### config.mk
export PLATFORM = sky130hd
export DESIGN_NAME = vram_ctrl
export DESIGN_NICKNAME = d
export VERILOG_FILES = /design/src/vram_ctrl_pkg.sv /design/src/vram_ctrl.sv
export VERILOG_INCLUDE_DIRS = /design/src
export SDC_FILE = /design/constraint.sdc
export NUM_CORES = 1
export LEC_CHECK = 0
export BUFFER_PORTS_ARGS = -buffer_cell sky130_fd_sc_hd__buf_2
export CELL_PAD_IN_SITES_DETAIL_PLACEMENT = 0
export CELL_PAD_IN_SITES_GLOBAL_PLACEMENT = 2
export CORE_UTILIZATION = 35
export DETAILED_ROUTE_END_ITERATION = 12
export GPL_ROUTABILITY_DRIVEN = 1
export GPL_TIMING_DRIVEN = 0
export PLACE_DENSITY_LB_ADDON = 0.1
export SLEW_MARGIN = 20
export SYNTH_ARGS = -nofsm -noshare
export SYNTH_HDL_FRONTEND = slang
export SYNTH_SLANG_ARGS = --single-unit
### constraint.sdc
create_clock -name i_clk -period 3 [get_ports i_clk]
set_input_delay 0.45 -clock i_clk [delete_from_list [all_inputs] [get_ports i_clk]]
set_output_delay 0.45 -clock i_clk [all_outputs]
set_load 0.01 [all_outputs]
### src/vram_ctrl_consts.svh
// Constants of the video RAM controller: register offsets, field
// positions, reset values and timing counts.
// Assumes a 25 MHz controller clock.
`ifndef VRAM_CTRL_CONSTS_SVH
`define VRAM_CTRL_CONSTS_SVH

// Register byte offsets.
`define OFS_CMD        8'h00
`define OFS_ADDR       8'h04
`define OFS_WDATA      8'h08
`define OFS_STATUS     8'h0c
`define OFS_CTRL       8'h10

// Field positions.
`define CMD_OP_LSB     0
`define ADDR_COL_LSB   16
`define WDATA_CODE_LSB 8
`define ST_BUSY        0
`define ST_WMODE       1
`define ST_REFPEND     2
`define ST_DROPPED     3
`define ST_RDATA_LSB   8
`define CTRL_AUTOREF   0
`define CTRL_SE_N      1

// Reset values.
`define RST_AUTOREF    1'b1
`define RST_SE_N       1'b0

// Timing, printed units and derived cycle counts.
`define CLK_NS         40
`define RAS_LOW_NS     100
`define PRECH_NS       120
`define CAS_LOW_NS     120
`define SETUP_NS       40
`define SC_HIGH_NS     40
`define SC_LOW_NS      120
`define REFRESH_MS     8
`define REFRESH_ROWS   512
`define RAS_LOW_CYC    ((`RAS_LOW_NS + `CLK_NS - 1) / `CLK_NS)
`define PRECH_CYC      ((`PRECH_NS + `CLK_NS - 1) / `CLK_NS)
`define CAS_LOW_CYC    ((`CAS_LOW_NS + `CLK_NS - 1) / `CLK_NS)
`define SETUP_CYC      ((`SETUP_NS + `CLK_NS - 1) / `CLK_NS)
`define SC_HIGH_CYC    ((`SC_HIGH_NS + `CLK_NS - 1) / `CLK_NS)
`define SC_LOW_CYC     ((`SC_LOW_NS + `CLK_NS - 1) / `CLK_NS)
`define REF_INT_CYC    ((`REFRESH_MS * 1000000) / `REFRESH_ROWS / `CLK_NS)

`endif

### src/vram_ctrl_pkg.sv
// Types of the video RAM controller.
// Assumes nothing of its surroundings.
package vram_ctrl_pkg;

  // Sequencer states, Gray coded along the strobe path.
  typedef enum logic [2:0] {
    st_idle    = 3'h0,
    st_setup   = 3'h1,
    st_ras_low = 3'h3,
    st_cas_low = 3'h2,
    st_dt_rise = 3'h6,
    st_prech   = 3'h7,
    st_sc_high = 3'h5,
    st_sc_low  = 3'h4
  } state_t;

  // Operations that software can order.
  typedef enum logic [2:0] {
    op_ras_refresh = 3'h0,
    op_counter_refresh = 3'h1,
    op_read_xfer   = 3'h2,
    op_pseudo_xfer = 3'h3,
    op_write_xfer  = 3'h4,
    op_logic_set   = 3'h5,
    op_serial      = 3'h6,
    op_hidden_read = 3'h7
  } op_t;

endpackage : vram_ctrl_pkg

### src/vram_ctrl.sv
// Controller that drives a dual-port video RAM through its strobes.
// Assumes an APB master on i_clk and a video RAM on the pin side whose
// returning data pins are asynchronous to i_clk.
`timescale 1ns/1ns
`include "vram_ctrl_consts.svh"

module vram_ctrl (
  // Clock and reset.
  input  wire logic        i_clk,
  input  wire logic        i_rstn,
  // APB slave.
  input  wire logic        i_psel,
  input  wire logic        i_penable,
  input  wire logic        i_pwrite,
  input  wire logic [7:0]  i_paddr,
  input  wire logic [31:0] i_pwdata,
  output logic      [31:0] o_prdata,
  output logic             o_pready,
  output logic             o_pslverr,
  // Video RAM strobes and address.
  output logic             o_ras_n,
  output logic             o_cas_n,
  output logic             o_we_n,
  output logic             o_transfer_output_enable_n,
  output logic      [8:0]  o_addr,
  // Random port data pins.
  input  wire logic [7:0]  i_io,
  output logic      [7:0]  o_io,
  output logic             o_io_oe,
  // Serial port pins.
  output logic             o_serial_shift_clock,
  output logic             o_serial_enable_n,
  input  wire logic [7:0]  i_sio,
  output logic      [7:0]  o_sio,
  output logic             o_sio_oe
);

  //////////////////////////////////////////////////////////////////////
  // Register bus.

  logic [8:0]  row;
  logic [7:0]  col;
  logic [7:0]  wbyte;
  logic [3:0]  code;
  logic        auto_ref;
  logic        se_level;
  logic [7:0]  rdata;
  logic        wmode;
  logic        ref_pend;
  logic        dropped;
  logic        cmd_pend;
  logic [2:0]  cmd_op;
  vram_ctrl_pkg::state_t state;
  logic [8:0]  next_row;
  logic [7:0]  next_col;
  logic [7:0]  next_wbyte;
  logic [3:0]  next_code;
  logic        next_auto_ref;
  logic        next_se_level;
  logic [31:0] next_prdata;
  logic        next_pready;
  logic        next_pslverr;
  logic        setup_ph;
  logic        wr_take;
  logic        cmd_wr;
  logic        st_wr;

  // A write is taken only at the edge that completes its access phase.
  assign setup_ph = i_psel & ~i_penable;
  assign wr_take  = i_psel & i_penable & o_pready & i_pwrite;
  assign cmd_wr   = wr_take & (i_paddr == `OFS_CMD);
  assign st_wr    = wr_take & (i_paddr == `OFS_STATUS);

  // Read data and the answer are prepared during the setup cycle.
  always_comb
  begin
    next_row      = row;
    next_col      = col;
    next_wbyte    = wbyte;
    next_code     = code;
    next_auto_ref = auto_ref;
    next_se_level = se_level;
    next_prdata   = 32'h0;
    next_pready   = setup_ph;
    next_pslverr  = 1'b0;
    if (setup_ph)
    begin
      if (i_paddr == `OFS_CMD)
        next_prdata[`CMD_OP_LSB +: 3] = cmd_op;
      else if (i_paddr == `OFS_ADDR)
      begin
        next_prdata[8:0] = row;
        next_prdata[`ADDR_COL_LSB +: 8] = col;
      end
      else if (i_paddr == `OFS_WDATA)
      begin
        next_prdata[7:0] = wbyte;
        next_prdata[`WDATA_CODE_LSB +: 4] = code;
      end
      else if (i_paddr == `OFS_STATUS)
      begin
        next_prdata[`ST_BUSY]    = (state != vram_ctrl_pkg::st_idle)
                                   | cmd_pend;
        next_prdata[`ST_WMODE]   = wmode;
        next_prdata[`ST_REFPEND] = ref_pend;
        next_prdata[`ST_DROPPED] = dropped;
        next_prdata[`ST_RDATA_LSB +: 8] = rdata;
      end
      else if (i_paddr == `OFS_CTRL)
      begin
        next_prdata[`CTRL_AUTOREF] = auto_ref;
        next_prdata[`CTRL_SE_N]    = se_level;
      end
      else
        next_pslverr = 1'b1;
    end
    if (wr_take && i_paddr == `OFS_ADDR)
    begin
      next_row = i_pwdata[8:0];
      next_col = i_pwdata[`ADDR_COL_LSB +: 8];
    end
    if (wr_take && i_paddr == `OFS_WDATA)
    begin
      next_wbyte = i_pwdata[7:0];
      next_code  = i_pwdata[`WDATA_CODE_LSB +: 4];
    end
    if (wr_take && i_paddr == `OFS_CTRL)
    begin
      next_auto_ref = i_pwdata[`CTRL_AUTOREF];
      next_se_level = i_pwdata[`CTRL_SE_N];
    end
  end

  // Bus registers.
  always_ff @(posedge i_clk or negedge i_rstn)
  begin
    if (!i_rstn)
    begin
      row       <= 9'h0;
      col       <= 8'h0;
      wbyte     <= 8'h0;
      code      <= 4'h0;
      auto_ref  <= `RST_AUTOREF;
      se_level  <= `RST_SE_N;
      o_prdata  <= 32'h0;
      o_pready  <= 1'b0;
      o_pslverr <= 1'b0;
    end
    else
    begin
      row       <= next_row;
      col       <= next_col;
      wbyte     <= next_wbyte;
      code      <= next_code;
      auto_ref  <= next_auto_ref;
      se_level  <= next_se_level;
      o_prdata  <= next_prdata;
      o_pready  <= next_pready;
      o_pslverr <= next_pslverr;
    end
  end

  //////////////////////////////////////////////////////////////////////
  // Pin synchronisers. The first stage is read by the second only.

  logic [7:0] io_m;
  logic [7:0] io_s;
  logic [7:0] sio_m;
  logic [7:0] sio_s;

  always_ff @(posedge i_clk or negedge i_rstn)
  begin
    if (!i_rstn)
    begin
      io_m  <= 8'h0;
      io_s  <= 8'h0;
      sio_m <= 8'h0;
      sio_s <= 8'h0;
    end
    else
    begin
      io_m  <= i_io;
      io_s  <= io_m;
      sio_m <= i_sio;
      sio_s <= sio_m;
    end
  end

  //////////////////////////////////////////////////////////////////////
  // Strobe sequencer and refresh timer.

  vram_ctrl_pkg::op_t    op;
  vram_ctrl_pkg::op_t    next_op;
  vram_ctrl_pkg::state_t next_state;
  logic [3:0]  timer;
  logic [3:0]  next_timer;
  logic [9:0]  ref_cnt;
  logic [9:0]  next_ref_cnt;
  logic        next_ref_pend;
  logic        next_cmd_pend;
  logic [2:0]  next_cmd_op;
  logic        next_dropped;
  logic [7:0]  next_rdata;
  logic        next_wmode;
  logic        next_ras_n;
  logic        next_cas_n;
  logic        next_we_n;
  logic        next_dtoe_n;
  logic [8:0]  next_addr;
  logic [7:0]  next_io;
  logic        next_io_oe;
  logic        next_sc;
  logic        next_se_n;
  logic [7:0]  next_sio;
  logic        next_sio_oe;
  logic        done;

  assign done = (timer == 4'h0);

  // Every phase lasts a whole number of clocks; the sequencer trades some
  // speed for margin because the device sees only 40 ns steps.
  always_comb
  begin
    next_state    = state;
    next_op       = op;
    next_timer    = done ? 4'h0 : timer - 4'h1;
    next_ref_cnt  = ref_cnt;
    next_ref_pend = ref_pend;
    next_cmd_pend = cmd_pend;
    next_cmd_op   = cmd_op;
    next_dropped  = dropped & ~(st_wr & i_pwdata[`ST_DROPPED]);
    next_rdata    = rdata;
    next_wmode    = wmode;
    next_ras_n    = o_ras_n;
    next_cas_n    = o_cas_n;
    next_we_n     = o_we_n;
    next_dtoe_n   = o_transfer_output_enable_n;
    next_addr     = o_addr;
    next_io       = o_io;
    next_io_oe    = o_io_oe;
    next_sc       = o_serial_shift_clock;
    next_se_n     = o_serial_enable_n;
    next_sio      = o_sio;
    next_sio_oe   = o_sio_oe;
    // Refresh interval timer; its set wins over the launch that clears.
    if (auto_ref)
    begin
      if (ref_cnt == 10'h0)
        next_ref_cnt = 10'(`REF_INT_CYC - 1);
      else
        next_ref_cnt = ref_cnt - 10'h1;
    end
    // A command written while one is still waiting is dropped and flagged.
    if (cmd_wr)
    begin
      if (cmd_pend)
        next_dropped = 1'b1;
      else
      begin
        next_cmd_pend = 1'b1;
        next_cmd_op   = i_pwdata[`CMD_OP_LSB +: 3];
      end
    end
    case (state)
      vram_ctrl_pkg::st_idle:
      begin
        // Serial work starts only from idle, never while RAS is low.
        if (ref_pend || cmd_pend)
        begin
          if (ref_pend)
          begin
            next_op       = vram_ctrl_pkg::op_counter_refresh;
            next_ref_pend = 1'b0;
          end
          else
          begin
            next_op       = vram_ctrl_pkg::op_t'(cmd_op);
            next_cmd_pend = cmd_wr & ~cmd_pend;
          end
          next_state = vram_ctrl_pkg::st_setup;
          next_timer = 4'(`SETUP_CYC - 1);
          next_addr  = row;
          next_dtoe_n = 1'b1;
          next_we_n  = 1'b1;
          next_cas_n = 1'b1;
          case (ref_pend ? vram_ctrl_pkg::op_counter_refresh
                         : vram_ctrl_pkg::op_t'(cmd_op))
            vram_ctrl_pkg::op_counter_refresh:
              next_cas_n = 1'b0;
            vram_ctrl_pkg::op_read_xfer:
            begin
              next_dtoe_n = 1'b0;
              next_sio_oe = 1'b0;
            end
            vram_ctrl_pkg::op_pseudo_xfer:
            begin
              next_dtoe_n = 1'b0;
              next_we_n   = 1'b0;
              next_se_n   = 1'b1;
              next_sio_oe = 1'b0;
            end
            vram_ctrl_pkg::op_write_xfer:
            begin
              next_dtoe_n = 1'b0;
              next_we_n   = 1'b0;
              next_se_n   = 1'b0;
            end
            vram_ctrl_pkg::op_logic_set:
            begin
              next_cas_n = 1'b0;
              next_we_n  = 1'b0;
              next_addr  = {5'h0, code};
              next_io    = wbyte;
              next_io_oe = 1'b1;
            end
            vram_ctrl_pkg::op_serial:
            begin
              next_se_n   = se_level;
              next_sio    = wbyte;
              next_sio_oe = wmode;
            end
            default:
              next_dtoe_n = 1'b1;
          endcase
        end
        if (ref_pend && cmd_wr && !cmd_pend)
          next_cmd_pend = 1'b1;
      end
      vram_ctrl_pkg::st_setup:
        if (done)
        begin
          next_timer = 4'(`RAS_LOW_CYC - 1);
          if (op == vram_ctrl_pkg::op_serial)
          begin
            next_state = vram_ctrl_pkg::st_sc_high;
            next_sc    = 1'b1;
            next_timer = 4'(`SC_HIGH_CYC - 1);
          end
          else
          begin
            next_state = vram_ctrl_pkg::st_ras_low;
            next_ras_n = 1'b0;
          end
        end
      vram_ctrl_pkg::st_ras_low:
        if (done)
        begin
          if (op == vram_ctrl_pkg::op_logic_set)
            next_io_oe = 1'b0;
          if (op >= vram_ctrl_pkg::op_read_xfer &&
              op != vram_ctrl_pkg::op_logic_set &&
              op != vram_ctrl_pkg::op_serial && o_cas_n)
          begin
            next_state = vram_ctrl_pkg::st_cas_low;
            next_timer = 4'(`CAS_LOW_CYC - 1);
            next_cas_n = 1'b0;
            next_addr  = {1'b0, col};
            if (op == vram_ctrl_pkg::op_hidden_read)
              next_dtoe_n = 1'b0;
          end
          else
          begin
            // Ends refresh, set/reset and the hidden refresh pass.
            next_state  = vram_ctrl_pkg::st_prech;
            next_timer  = 4'(`PRECH_CYC - 1);
            next_ras_n  = 1'b1;
            next_cas_n  = 1'b1;
            next_we_n   = 1'b1;
            next_dtoe_n = 1'b1;
          end
        end
      vram_ctrl_pkg::st_cas_low:
        if (done)
        begin
          next_timer = 4'(`PRECH_CYC - 1);
          if (op == vram_ctrl_pkg::op_read_xfer)
          begin
            next_state  = vram_ctrl_pkg::st_dt_rise;
            next_dtoe_n = 1'b1;
            next_wmode  = 1'b0;
          end
          else if (op == vram_ctrl_pkg::op_hidden_read)
          begin
            // Column strobe and output enable stay low across the gap.
            next_state = vram_ctrl_pkg::st_prech;
            next_rdata = io_s;
            next_ras_n = 1'b1;
          end
          else
          begin
            next_state  = vram_ctrl_pkg::st_prech;
            next_wmode  = 1'b1;
            next_ras_n  = 1'b1;
            next_cas_n  = 1'b1;
            next_we_n   = 1'b1;
            next_dtoe_n = 1'b1;
            next_se_n   = 1'b1;
          end
        end
      vram_ctrl_pkg::st_dt_rise:
        if (done)
        begin
          next_state = vram_ctrl_pkg::st_prech;
          next_ras_n = 1'b1;
          next_cas_n = 1'b1;
        end
      vram_ctrl_pkg::st_prech:
        if (done)
        begin
          if (!o_cas_n)
          begin
            next_state = vram_ctrl_pkg::st_ras_low;
            next_timer = 4'(`RAS_LOW_CYC - 1);
            next_ras_n = 1'b0;
          end
          else
            next_state = vram_ctrl_pkg::st_idle;
        end
      vram_ctrl_pkg::st_sc_high:
        if (done)
        begin
          next_state = vram_ctrl_pkg::st_sc_low;
          next_timer = 4'(`SC_LOW_CYC - 1);
          next_sc    = 1'b0;
        end
      default:
        if (done)
        begin
          // The low phase covers the pin synchroniser latency.
          if (!wmode)
            next_rdata = sio_s;
          next_sio_oe = 1'b0;
          next_se_n   = 1'b1;
          next_state  = vram_ctrl_pkg::st_idle;
        end
    endcase
    if (auto_ref && ref_cnt == 10'h0)
      next_ref_pend = 1'b1;
  end

  // Sequencer registers.
  always_ff @(posedge i_clk or negedge i_rstn)
  begin
    if (!i_rstn)
    begin
      state    <= vram_ctrl_pkg::st_idle;
      op       <= vram_ctrl_pkg::op_ras_refresh;
      timer    <= 4'h0;
      ref_cnt  <= 10'h0;
      ref_pend <= 1'b0;
      cmd_pend <= 1'b0;
      cmd_op   <= 3'h0;
      dropped  <= 1'b0;
      rdata    <= 8'h0;
      wmode    <= 1'b0;
      o_ras_n  <= 1'b1;
      o_cas_n  <= 1'b1;
      o_we_n   <= 1'b1;
      o_transfer_output_enable_n <= 1'b1;
      o_addr   <= 9'h0;
      o_io     <= 8'h0;
      o_io_oe  <= 1'b0;
      o_serial_shift_clock <= 1'b0;
      o_serial_enable_n    <= 1'b1;
      o_sio    <= 8'h0;
      o_sio_oe <= 1'b0;
    end
    else
    begin
      state    <= next_state;
      op       <= next_op;
      timer    <= next_timer;
      ref_cnt  <= next_ref_cnt;
      ref_pend <= next_ref_pend;
      cmd_pend <= next_cmd_pend;
      cmd_op   <= next_cmd_op;
      dropped  <= next_dropped;
      rdata    <= next_rdata;
      wmode    <= next_wmode;
      o_ras_n  <= next_ras_n;
      o_cas_n  <= next_cas_n;
      o_we_n   <= next_we_n;
      o_transfer_output_enable_n <= next_dtoe_n;
      o_addr   <= next_addr;
      o_io     <= next_io;
      o_io_oe  <= next_io_oe;
      o_serial_shift_clock <= next_sc;
      o_serial_enable_n    <= next_se_n;
      o_sio    <= next_sio;
      o_sio_oe <= next_sio_oe;
    end
  end

endmodule : vram_ctrl

==> run summary, run 1 <==
Synth unique cells: 61
Die Height: 139 um
Mapped Cells: 554
Sink Count: 157
F_max: 0.387 GHz
Worst-Margin Slew: 0.888 ns
Vias per cell: 4.83
Max-slew violation count: 0
GRT busiest layer: met2
Fin. Hold Viols: 0
Ys async rst share: 100%
Port Buffer Count: 106
Chip width: 139 um
Post-route ant nets: 0
Total grt overflow: 0
Worst Path Max Fanout: 9
GPL Wtd Cong: 0.798
R2R Path End: o_addr[6]
Relative slew slack: 40.7%
Met1 usage: 24.4%
CTS HTree Levels: 4
Worst path arrival time: 2.89 ns
1st-iter DRT viols: 184
I/O pin count: 128
Initial antenna violation count: 0
Worst-path clk slew: 0.06 ns
Core area: 18200 um^2
Number of synthesized register bits: 157
Nets: 753
Register area share after synthesis: 59.5%
Post-route setup TNS: 0 ns
Reg-to-Reg Start: o_cas_n
Syn_area_per_cell: 11.9 um^2
Final wirelength: 15.6 mm
Number of hold buffers added after CTS: 1
PnR Total Power: 5.50 mW
Placed cell area: 7490 um^2
Area growth, synth to finish: 22.8%
DR WL/cell: 16.8 um
Post-DP HPWL: 11.2 mm
Yosys warning total: 0
Post-synth EDFFs: 0
HP Class: input pin to register
Final setup fails: 0
Post-CTS Setup Inserts: 0
IR drop worst, VDD: 0.000391 V
Pin count of the biggest net entering global routing: 95
Post-route minimum period: 2.59 ns
Flop2flop setup slack: 0.41 ns
Top_reg_cell synth: dfrtp_1
# DRC: 0
Worst-Skew Late Latency: 0.42 ns
GR Layer Usage met3: 3.61%
Critical path class: register to register
Fillers: 1737
Root Buffer Master: clkbuf_16
Status: completed
Final Instance Area: 8120 um^2
TritonCTS buffer count: 17
CP endpoint: o_addr[6]
Final worst path period share: 86.2%
R2R cell count: 7
GR met2 Demand/Resource: 25.9%
Power Density: 677 nW/um^2
Vias in the first global route: 4620
# diodes: 0
Initial Util: 36.3%
Share of layout cells above drive strength 1: 33.2%
Total GRT Usage: 17.2%
Max clock buf depth: 2
Row cnt: 49
Required time of the critical path: 3.30 ns
CTS tree: built
Skew final: 0.0132 ns
CP startpoint: o_cas_n
P_leak: 3.95 nW
Cell Area, Synth: 6610 um^2
CP startpoint kind: register
Die area: 19400 um^2
Drt pass-1 iters: 5
Vias: 4496
First-pass GRT wire length: 25.6 mm
RSZ-0062 raised after global routing: false
MaxCap Viol Count: 0
CP endpoint kind: register
Post-CTS sizing: 0
[metal layers]
layer	routed length [um]	share of wire, %	vias up
met5	0	0	-
met2	7070	45	105
met1	7640	49	2188
li1	-	-	2188
met4	193	1.2	0
met3	718	4.6	15
[placed cells by master (no fill, tap or decap), drive strengths merged, types with 3 or more instances in the layout]
cell	count
nor3	8
nor2b	5
buf	120
inv	17
nor4b	3
nor4	3
nand2	49
o21ai	21
a21oi	17
or4b	3
bufinv	3
xnor2	6
clkinv	5
a31oi	11
or3	5
nand3b	3
ha	4
mux2	62
a22o	6
or2	3
nor3b	6
nand2b	10
clkbuf	42
mux2i	15
conb	8
a22oi	5
nor2	48
nand3	7
dfstp	6
dfrtp	151
and2	14
[metrics by stage]
step / instances / setup slack (ns) / util (%) / hold WS [ns]
floorplan: 561 / 0.673 / - / 0.154
CTS: 930 / 0.373 / 44.6 / 0.114
finish: 930 / 0.414 / 44.6 / 0.133
detailed placement: 897 / 0.0432 / 41.2 / 0.336
global route: 930 / 0.157 / 44.6 / 0.120
global placement: 896 / -0.880 / 40.9 / 0.334
[worst max-delay path: stages, from the launching register on]
cell and delay [ns]:
dfstp_2 0.52, clkbuf_1 0.37, nand2_1 0.13, mux2_2 0.32, o21ai_0 0.17, and2_1 0.14
clkbuf_1 0.41, mux2_2 0.39
[cell families after synthesis]
logic type	synth area share (%)
buf+inv	3.33
compound gates	7.91
flops	59.5
simple gates	13.7
fa+ha+maj	0.908
mux	13.5
other cells	0.0567
xor+xnor	1.06
[worst min path at each step]
stage	cells after the start	slack [ns]	from	end
floorplan	0	0.15	i_rstn	cmd_op[0]
global placement	0	0.33	sio_m[5]	sio_s[5]
detailed placement	0	0.34	io_m[1]	io_s[1]
CTS	1	0.11	i_io[4]	io_m[4]
global route	1	0.12	i_sio[1]	sio_m[1]
finish	1	0.13	i_io[5]	io_m[5]
[sequential cells by signal, indices dropped and copies added, names as in the netlist, 3 cells and up]
register / count
sio_s: 8
o_io: 8
io_m: 8
cmd_op: 3
wbyte: 8
sio_m: 8
o_sio: 8
ref_cnt: 10
row: 9
code: 4
col: 8
state: 3
op: 3
timer: 4
o_prdata: 24
rdata: 8
io_s: 8
o_addr: 9
[power breakdown]
part	leakage (nW)	total, mW	switching, mW	internal (mW)
combinational	1.58	0.854	0.520	0.334
sequential	2.07	2.41	0.125	2.28
clock	0.303	2.24	0.874	1.36
[layout make-up]
type	count	area (um^2)	area share, %
Timing Repair Buffer	108	578	7.12
Sequential cell	157	3940	48.5
Inverter	14	52.6	0.647
Clock buffer	20	457	5.62
Multi-Input combinational cell	355	2480	30.6
Buffer	35	168	2.07
Tap cell	229	287	3.53
Clock inverter	12	159	1.96
[cells in the mapped netlist, types with 3 or more instances]
cell	instances	area, um^2
or3_1	5	31.3
ha_1	4	50.1
xnor2_1	6	52.6
nor3_1	6	30.0
nor3b_1	6	45.0
o21ai_0	21	105
nand2b_1	10	62.6
dfrtp_1	151	3780
mux2i_1	15	150
dfstp_2	6	158
a21oi_1	17	85.1
and2_1	14	87.6
a22o_1	6	52.6
buf_4	9	67.6
nand3_1	7	35.0
mux2_2	62	698
nor2_1	46	173
nand3b_1	3	22.5
clkbuf_1	22	82.6
nor2b_1	5	31.3
nand2_1	49	184
a22oi_1	5	37.5
a31oi_1	11	68.8
inv_1	14	52.6
No activity file was read; power rests on OpenSTA's default activity.
==> run 2: changes to the inputs <==
- CORE_UTILIZATION: 35 -> 36
==> run 2 against run 1 <==
Design area grew 0.17%. Critical path depth unchanged. First-iteration DRC count grew 25%. Power is 0.82% higher. Via count fell by 0.36%. Global-route usage rose by 0.30 points. Routed wire length decreased by 1.7%. Register-to-register slack is essentially flat. Highest routed layer unchanged. Combinational power is essentially flat.
==> run summary, run 2 (same netlist as run 1, synthesis figures left out) <==
Relative slew slack: 40.7% (about the same)
Pin count of the biggest net entering global routing: 100 (+5.3%)
R2R cell count: 7 (unchanged)
Largest register FFs: 24 (unchanged)
Reg power frac: 43.4% (-0.4 points)
CTS HTree Levels: 4 (unchanged)
Worst hold stages: 1 (unchanged)
Area growth, synth to finish: 23.0%
R2R Path End: o_addr[1]
Fillers: 1697 (-2.3%)
PnR Total Power: 5.54 mW (+0.82%)
# DRC: 0 (unchanged)
Most frequent cells in the layout: dfrtp_1 (151), buf_2 (107), mux2_2 (62)
Worst path arrival time: 2.87 ns (-0.02 ns)
Post-route ant nets: 0 (unchanged)
Post-CTS sizing: 0 (unchanged)
Placed cell area: 7490 um^2 (unchanged)
I/O pin count: 128 (unchanged)
Multi-input logic area: 2480 um^2 (unchanged)
# diodes: 0 (unchanged)
Post-DP HPWL: 11.1 mm (-0.91%)
Combinational share of power: 15.4% (about the same)
Max clock buf depth: 2 (unchanged)
Clock share of power: 41.2% (+0.5 points)
Pint: 4.04 mW (+1.5%)
Max-slew violation count: 0 (unchanged)
Die area: 18900 um^2 (-2.7%)
IR drop worst, VDD: 0.000418 V (+6.8%)
Total grt overflow: 0 (unchanged)
Share of layout cells above drive strength 1: 33.1% (-0.095 points)
Vias in the first global route: 4562 (-1.3%)
Worst-case hold path end point: io_m[5]
Post-route minimum period: 2.57 ns (-0.0124 ns)
GPL Wtd Cong: 0.762 (-4.6%)
Final setup fails: 0 (unchanged)
CP startpoint kind: register
DR WL/cell: 16.5 um (-1.6%)
HP Class: input pin to register
Number of hold buffers added after CTS: 1 (unchanged)
Final wirelength: 15.3 mm (-1.7%)
Post-route setup TNS: 0 ns (unchanged)
Core area: 18000 um^2 (-1.3%)
Power Density: 682 nW/um^2 (+0.65%)
Flop2flop setup slack: 0.43 ns (about the same)
Initial antenna violation count: 0 (unchanged)
Status: completed
P_leak: 3.95 nW (about the same)
First-pass GRT wire length: 24.7 mm (-3.6%)
CP startpoint: o_cas_n
Total GRT Usage: 17.5% (+0.30 points)
Reg area: 3940 um^2 (unchanged)
Critical path class: register to register
TritonCTS buffer count: 17 (unchanged)
Initial Util: 36.8% (+0.50 points)
Root Buffer Master: clkbuf_16
Largest regs: o_prdata: 24 flops, ref_cnt: 10 flops
Final worst path period share: 85.8% (-0.41 points)
F_max: 0.389 GHz (+0.48%)
Chip width: 138 um (-1.4%)
Fin. Hold Viols: 0 (unchanged)
Row cnt: 49 (unchanged)
1st-iter DRT viols: 230 (+25%)
Vias: 4480 (-0.36%)
Reg with most FFs: o_prdata
Worst Path Max Fanout: 9 (unchanged)
CTS tree: built
RSZ-0062 raised after global routing: false
Reg-to-Reg Start: o_cas_n
Hold Startpoint: i_io[5]
Sw Ratio: 27.1% (-0.49 points)
Die Height: 138 um (-1.4%)
Worst-Skew Late Latency: 0.41 ns (about the same)
Worst-Margin Slew: 0.888 ns (+0.000282 ns)
Skew final: 0.00641 ns (-0.00676 ns)
CP endpoint kind: register
Final Instance Area: 8130 um^2 (+0.17%)
Nets: 753 (unchanged)
MaxCap Viol Count: 0 (unchanged)
Post-CTS Setup Inserts: 0 (unchanged)
Sink Count: 157 (unchanged)
Commonest non-fill, non-tap cell in the layout: dfrtp_1
WHS: 0.142 ns (+0.00856 ns)
Fin util: 45.3% (+0.69 points)
Vias per cell: 4.82 (-0.25%)
Port Buffer Count: 106 (unchanged)
Worst-path clk slew: 0.06 ns (about the same)
Drt pass-1 iters: 4 (-1)
Required time of the critical path: 3.29 ns (about the same)
Sw power: 1.50 mW (-0.96%)
[run 2: worst max-delay path by stage]
stage            endpoint  cells after the start
2_1_floorplan  ref_cnt[9]                      6
3_3_place_gp     o_sio[0]                      1
3_5_place_dp       row[1]                      6
4_1_cts         o_addr[1]                      7
5_1_grt         o_addr[5]                      7
6_report        o_addr[1]                      7
[run 2: critical path, stage by stage, from the launching register on]
cell,delay [ns]
dfstp_2,0.52
clkbuf_1,0.37
nand2_1,0.13
mux2_2,0.32
o21ai_0,0.17
and2_1,0.14
clkbuf_1,0.41
mux2_2,0.39
[run 2: per-layer routing]
| metal | track usage (%) | up-vias | part of all wire, % |
|---|---|---|---|
| met5 | 0 | - | 0 |
| met4 | 5.49 | 0 | 0.84 |
| met3 | 4.23 | 9 | 4.7 |
| met2 | 26.4 | 102 | 45 |
| met1 | 24.7 | 2187 | 49 |
| li1 | - | 2182 | - |
[run 2: metrics by stage]
step	std cells	worst slack [ns]
finish	929	0.427
global route	929	0.168
CTS	929	0.399
detailed placement	897	0.0849
global placement	896	-0.822
floorplan	561	0.673
[run 2: power groups by stage]
| stage | clock network, mW | logic, mW | registers (mW) |
|---|---|---|---|
| after global routing | 2.44 | 0.977 | 2.43 |
| after global placement | 0 | 0.839 | 2.44 |
| after CTS | 2.35 | 0.868 | 2.41 |
| final | 2.28 | 0.856 | 2.40 |
| after floorplan | 0 | 0.572 | 2.42 |
| after detailed placement | 0 | 0.863 | 2.44 |
[run 2: final cells by class]
class,count,area share (%)
flip-flops and latches,157,48.4
multi-input cells,355,30.5
repair buffers,108,7.11
clock buffers,19,5.45
well taps,229,3.52
clock inverters,12,2.29
plain buffers,35,2.06
inverters,14,0.646
==> run 3: changes to the inputs <==
- clock period: 3 -> 2.8 ns (I/O delays scaled with it)
==> run 3 against run 2 <==
Critical path depth shrank 2. Global-route usage is the same. Largest cell class unchanged. Critical path type unchanged. Highest routed layer unchanged. Power grew 7.2%.
==> run summary, run 3 (same netlist as run 1, synthesis figures left out) <==
Skew final: 0.00699 ns (+0.000578 ns)
R2R cell count: 5 (-2)
Chip width: 138 um (unchanged)
Initial antenna violation count: 0 (unchanged)
Initial Util: 36.8% (unchanged)
Vias in the first global route: 4562 (unchanged)
Die area: 18900 um^2 (unchanged)
Family with the most delay on the worst path: simple AND/OR/NAND/NOR gates
Drt pass-1 iters: 4 (unchanged)
# DRC: 0 (unchanged)
Worst-path clk slew: 0.07 ns (about the same)
Worst Path Max Fanout: 10 (+1)
Die Height: 138 um (unchanged)
WHS: 0.112 ns (-0.0300 ns)
TritonCTS buffer count: 17 (unchanged)
Critical path class: register to register
Cell breakdown of the critical path: or3_1 > clkbuf_1 > o21bai_1 > nor2_2 > mux2_2
Commonest non-fill, non-tap cell in the layout: dfrtp_1
CP max-delay cell: nor2_2
1st-iter DRT viols: 229 (-0.43%)
Fillers: 1697 (unchanged)
Max clock buf depth: 2 (unchanged)
GPL Wtd Cong: 0.762 (unchanged)
Final worst path period share: 91.2% (+5.4 points)
Post-DP HPWL: 11.1 mm (unchanged)
Vias: 4484 (+0.089%)
Crit path largest cell delay: 0.54 ns (+0.02 ns)
Port Buffer Count: 106 (unchanged)
# diodes: 0 (unchanged)
Post-CTS Setup Inserts: 0 (unchanged)
Final setup margin: 0.246 ns (-0.180 ns)
I/O pin count: 128 (unchanged)
PnR Total Power: 5.94 mW (+7.2%)
Final wirelength: 15.4 mm (+0.11%)
Row cnt: 49 (unchanged)
RSZ-0062 raised after global routing: false
Total grt overflow: 0 (unchanged)
P_leak: 3.95 nW (about the same)
Max-slew violation count: 0 (unchanged)
Placed Cells: 897 (unchanged)
Largest register FFs: 24 (unchanged)
Critical Path Stages: 5 (-2)
DR WL/cell: 16.6 um (+0.22%)
Post-CTS sizing: 0 (unchanged)
Worst hold stages: 1 (unchanged)
CP startpoint kind: register
Worst-Margin Slew: 0.896 ns (+0.00809 ns)
First-pass GRT wire length: 24.7 mm (unchanged)
Post-route minimum period: 2.55 ns (-0.0195 ns)
Post-route ant nets: 0 (unchanged)
CP endpoint kind: register
Pin count of the biggest net entering global routing: 100 (unchanged)
F_max: 0.392 GHz (+0.77%)
Most frequent cells in the layout: dfrtp_1 (151), buf_2 (107), mux2_2 (62)
CP bufs+invs: 1 (-1)
Share of layout cells above drive strength 1: 33.2% (+0.047 points)
Worst path arrival time: 2.85 ns (-0.02 ns)
Status: completed
MaxCap Viol Count: 0 (unchanged)
Root Buffer Master: clkbuf_16
Post-route setup TNS: 0 ns (unchanged)
Area growth, synth to finish: 22.9% (about the same)
Total GRT Usage: 17.5% (unchanged)
Worst-Skew Late Latency: 0.41 ns (about the same)
Required time of the critical path: 3.10 ns (-0.19 ns)
HP Class: input pin to register
Power Density: 731 nW/um^2 (+7.2%)
Nets: 752 (-0.13%)
Fin. Hold Viols: 0 (unchanged)
CTS tree: built
CTS HTree Levels: 4 (unchanged)
Reg with most FFs: o_prdata
Final setup fails: 0 (unchanged)
Largest regs: o_prdata: 24 flops, ref_cnt: 10 flops
Vias per cell: 4.83 (+0.20%)
IR drop worst, VDD: 0.000448 V (+7.1%)
DP Worst Slack: -0.0851 ns (-0.170 ns)
Core area: 18000 um^2 (unchanged)
Relative slew slack: 40.1% (-0.54 points)
Sink Count: 157 (unchanged)
Post-Layout Cell Count: 928 (-0.11%)
==> run 3: cell count changes in the layout (fill, tap and decap cells not counted) <==
cell and delta:
clkbuf_1 -1
==> run 3: area by class of cell <==
type	instances	area, um^2	share of cell area, %
well taps	229	287	3.52
plain buffers	34	164	2.02
multi-input cells	355	2480	30.5
clock buffers	19	443	5.45
inverters	14	52.6	0.646
clock inverters	12	186	2.29
repair buffers	108	578	7.11
flip-flops and latches	157	3940	48.4
==> run 3: timing repair <==
item,4_1_cts,5_1_grt
hold endpoints to repair,54,0
endpoints found under the setup margin,0,8
hold buffers,1,0
==> run 3: stage by stage <==
stage | instance area (um^2) | util, %
2_1_floorplan | 6640 | -
3_3_place_gp | 7460 | 41.5
3_5_place_dp | 7490 | 41.7
4_1_cts | 8130 | 45.3
5_1_grt | 8130 | 45.3
6_report | 8130 | 45.3
==> run 3: worst reg2reg max path, cell delays in order, from the launching register on <==
cell and delay [ns]:
dfrtp_1 0.45, or3_1 0.36, clkbuf_1 0.23, o21bai_1 0.45, nor2_2 0.54, mux2_2 0.40
==> run 3: final timing paths <==
check | start | end | slack (ns)
worst max-delay path | state[0] | o_sio[4] | 0.25
worst min-delay path | i_io[5] | io_m[5] | 0.11
worst max register to register | state[0] | o_sio[4] | 0.25
worst min register to register | io_m[4] | io_s[4] | 0.35
max in group asynchronous | i_rstn | auto_ref | 1.45
min in group asynchronous | i_rstn | o_serial_shift_clock | 0.50
==> run 3: routing by layer <==
metal	track usage (%)	share of wire [%]	vias to the layer above
met4	5.49	0.84	0
met1	24.7	49	2184
li1	-	-	2177
met2	26.4	45	114
met5	0	0	-
met3	4.23	5.4	9
==> run 3: report_power, final <==
part / total, mW / switching [mW] / internal, mW
clock network: 2.45 / 0.922 / 1.52
logic: 0.918 / 0.561 / 0.357
registers: 2.58 / 0.131 / 2.45
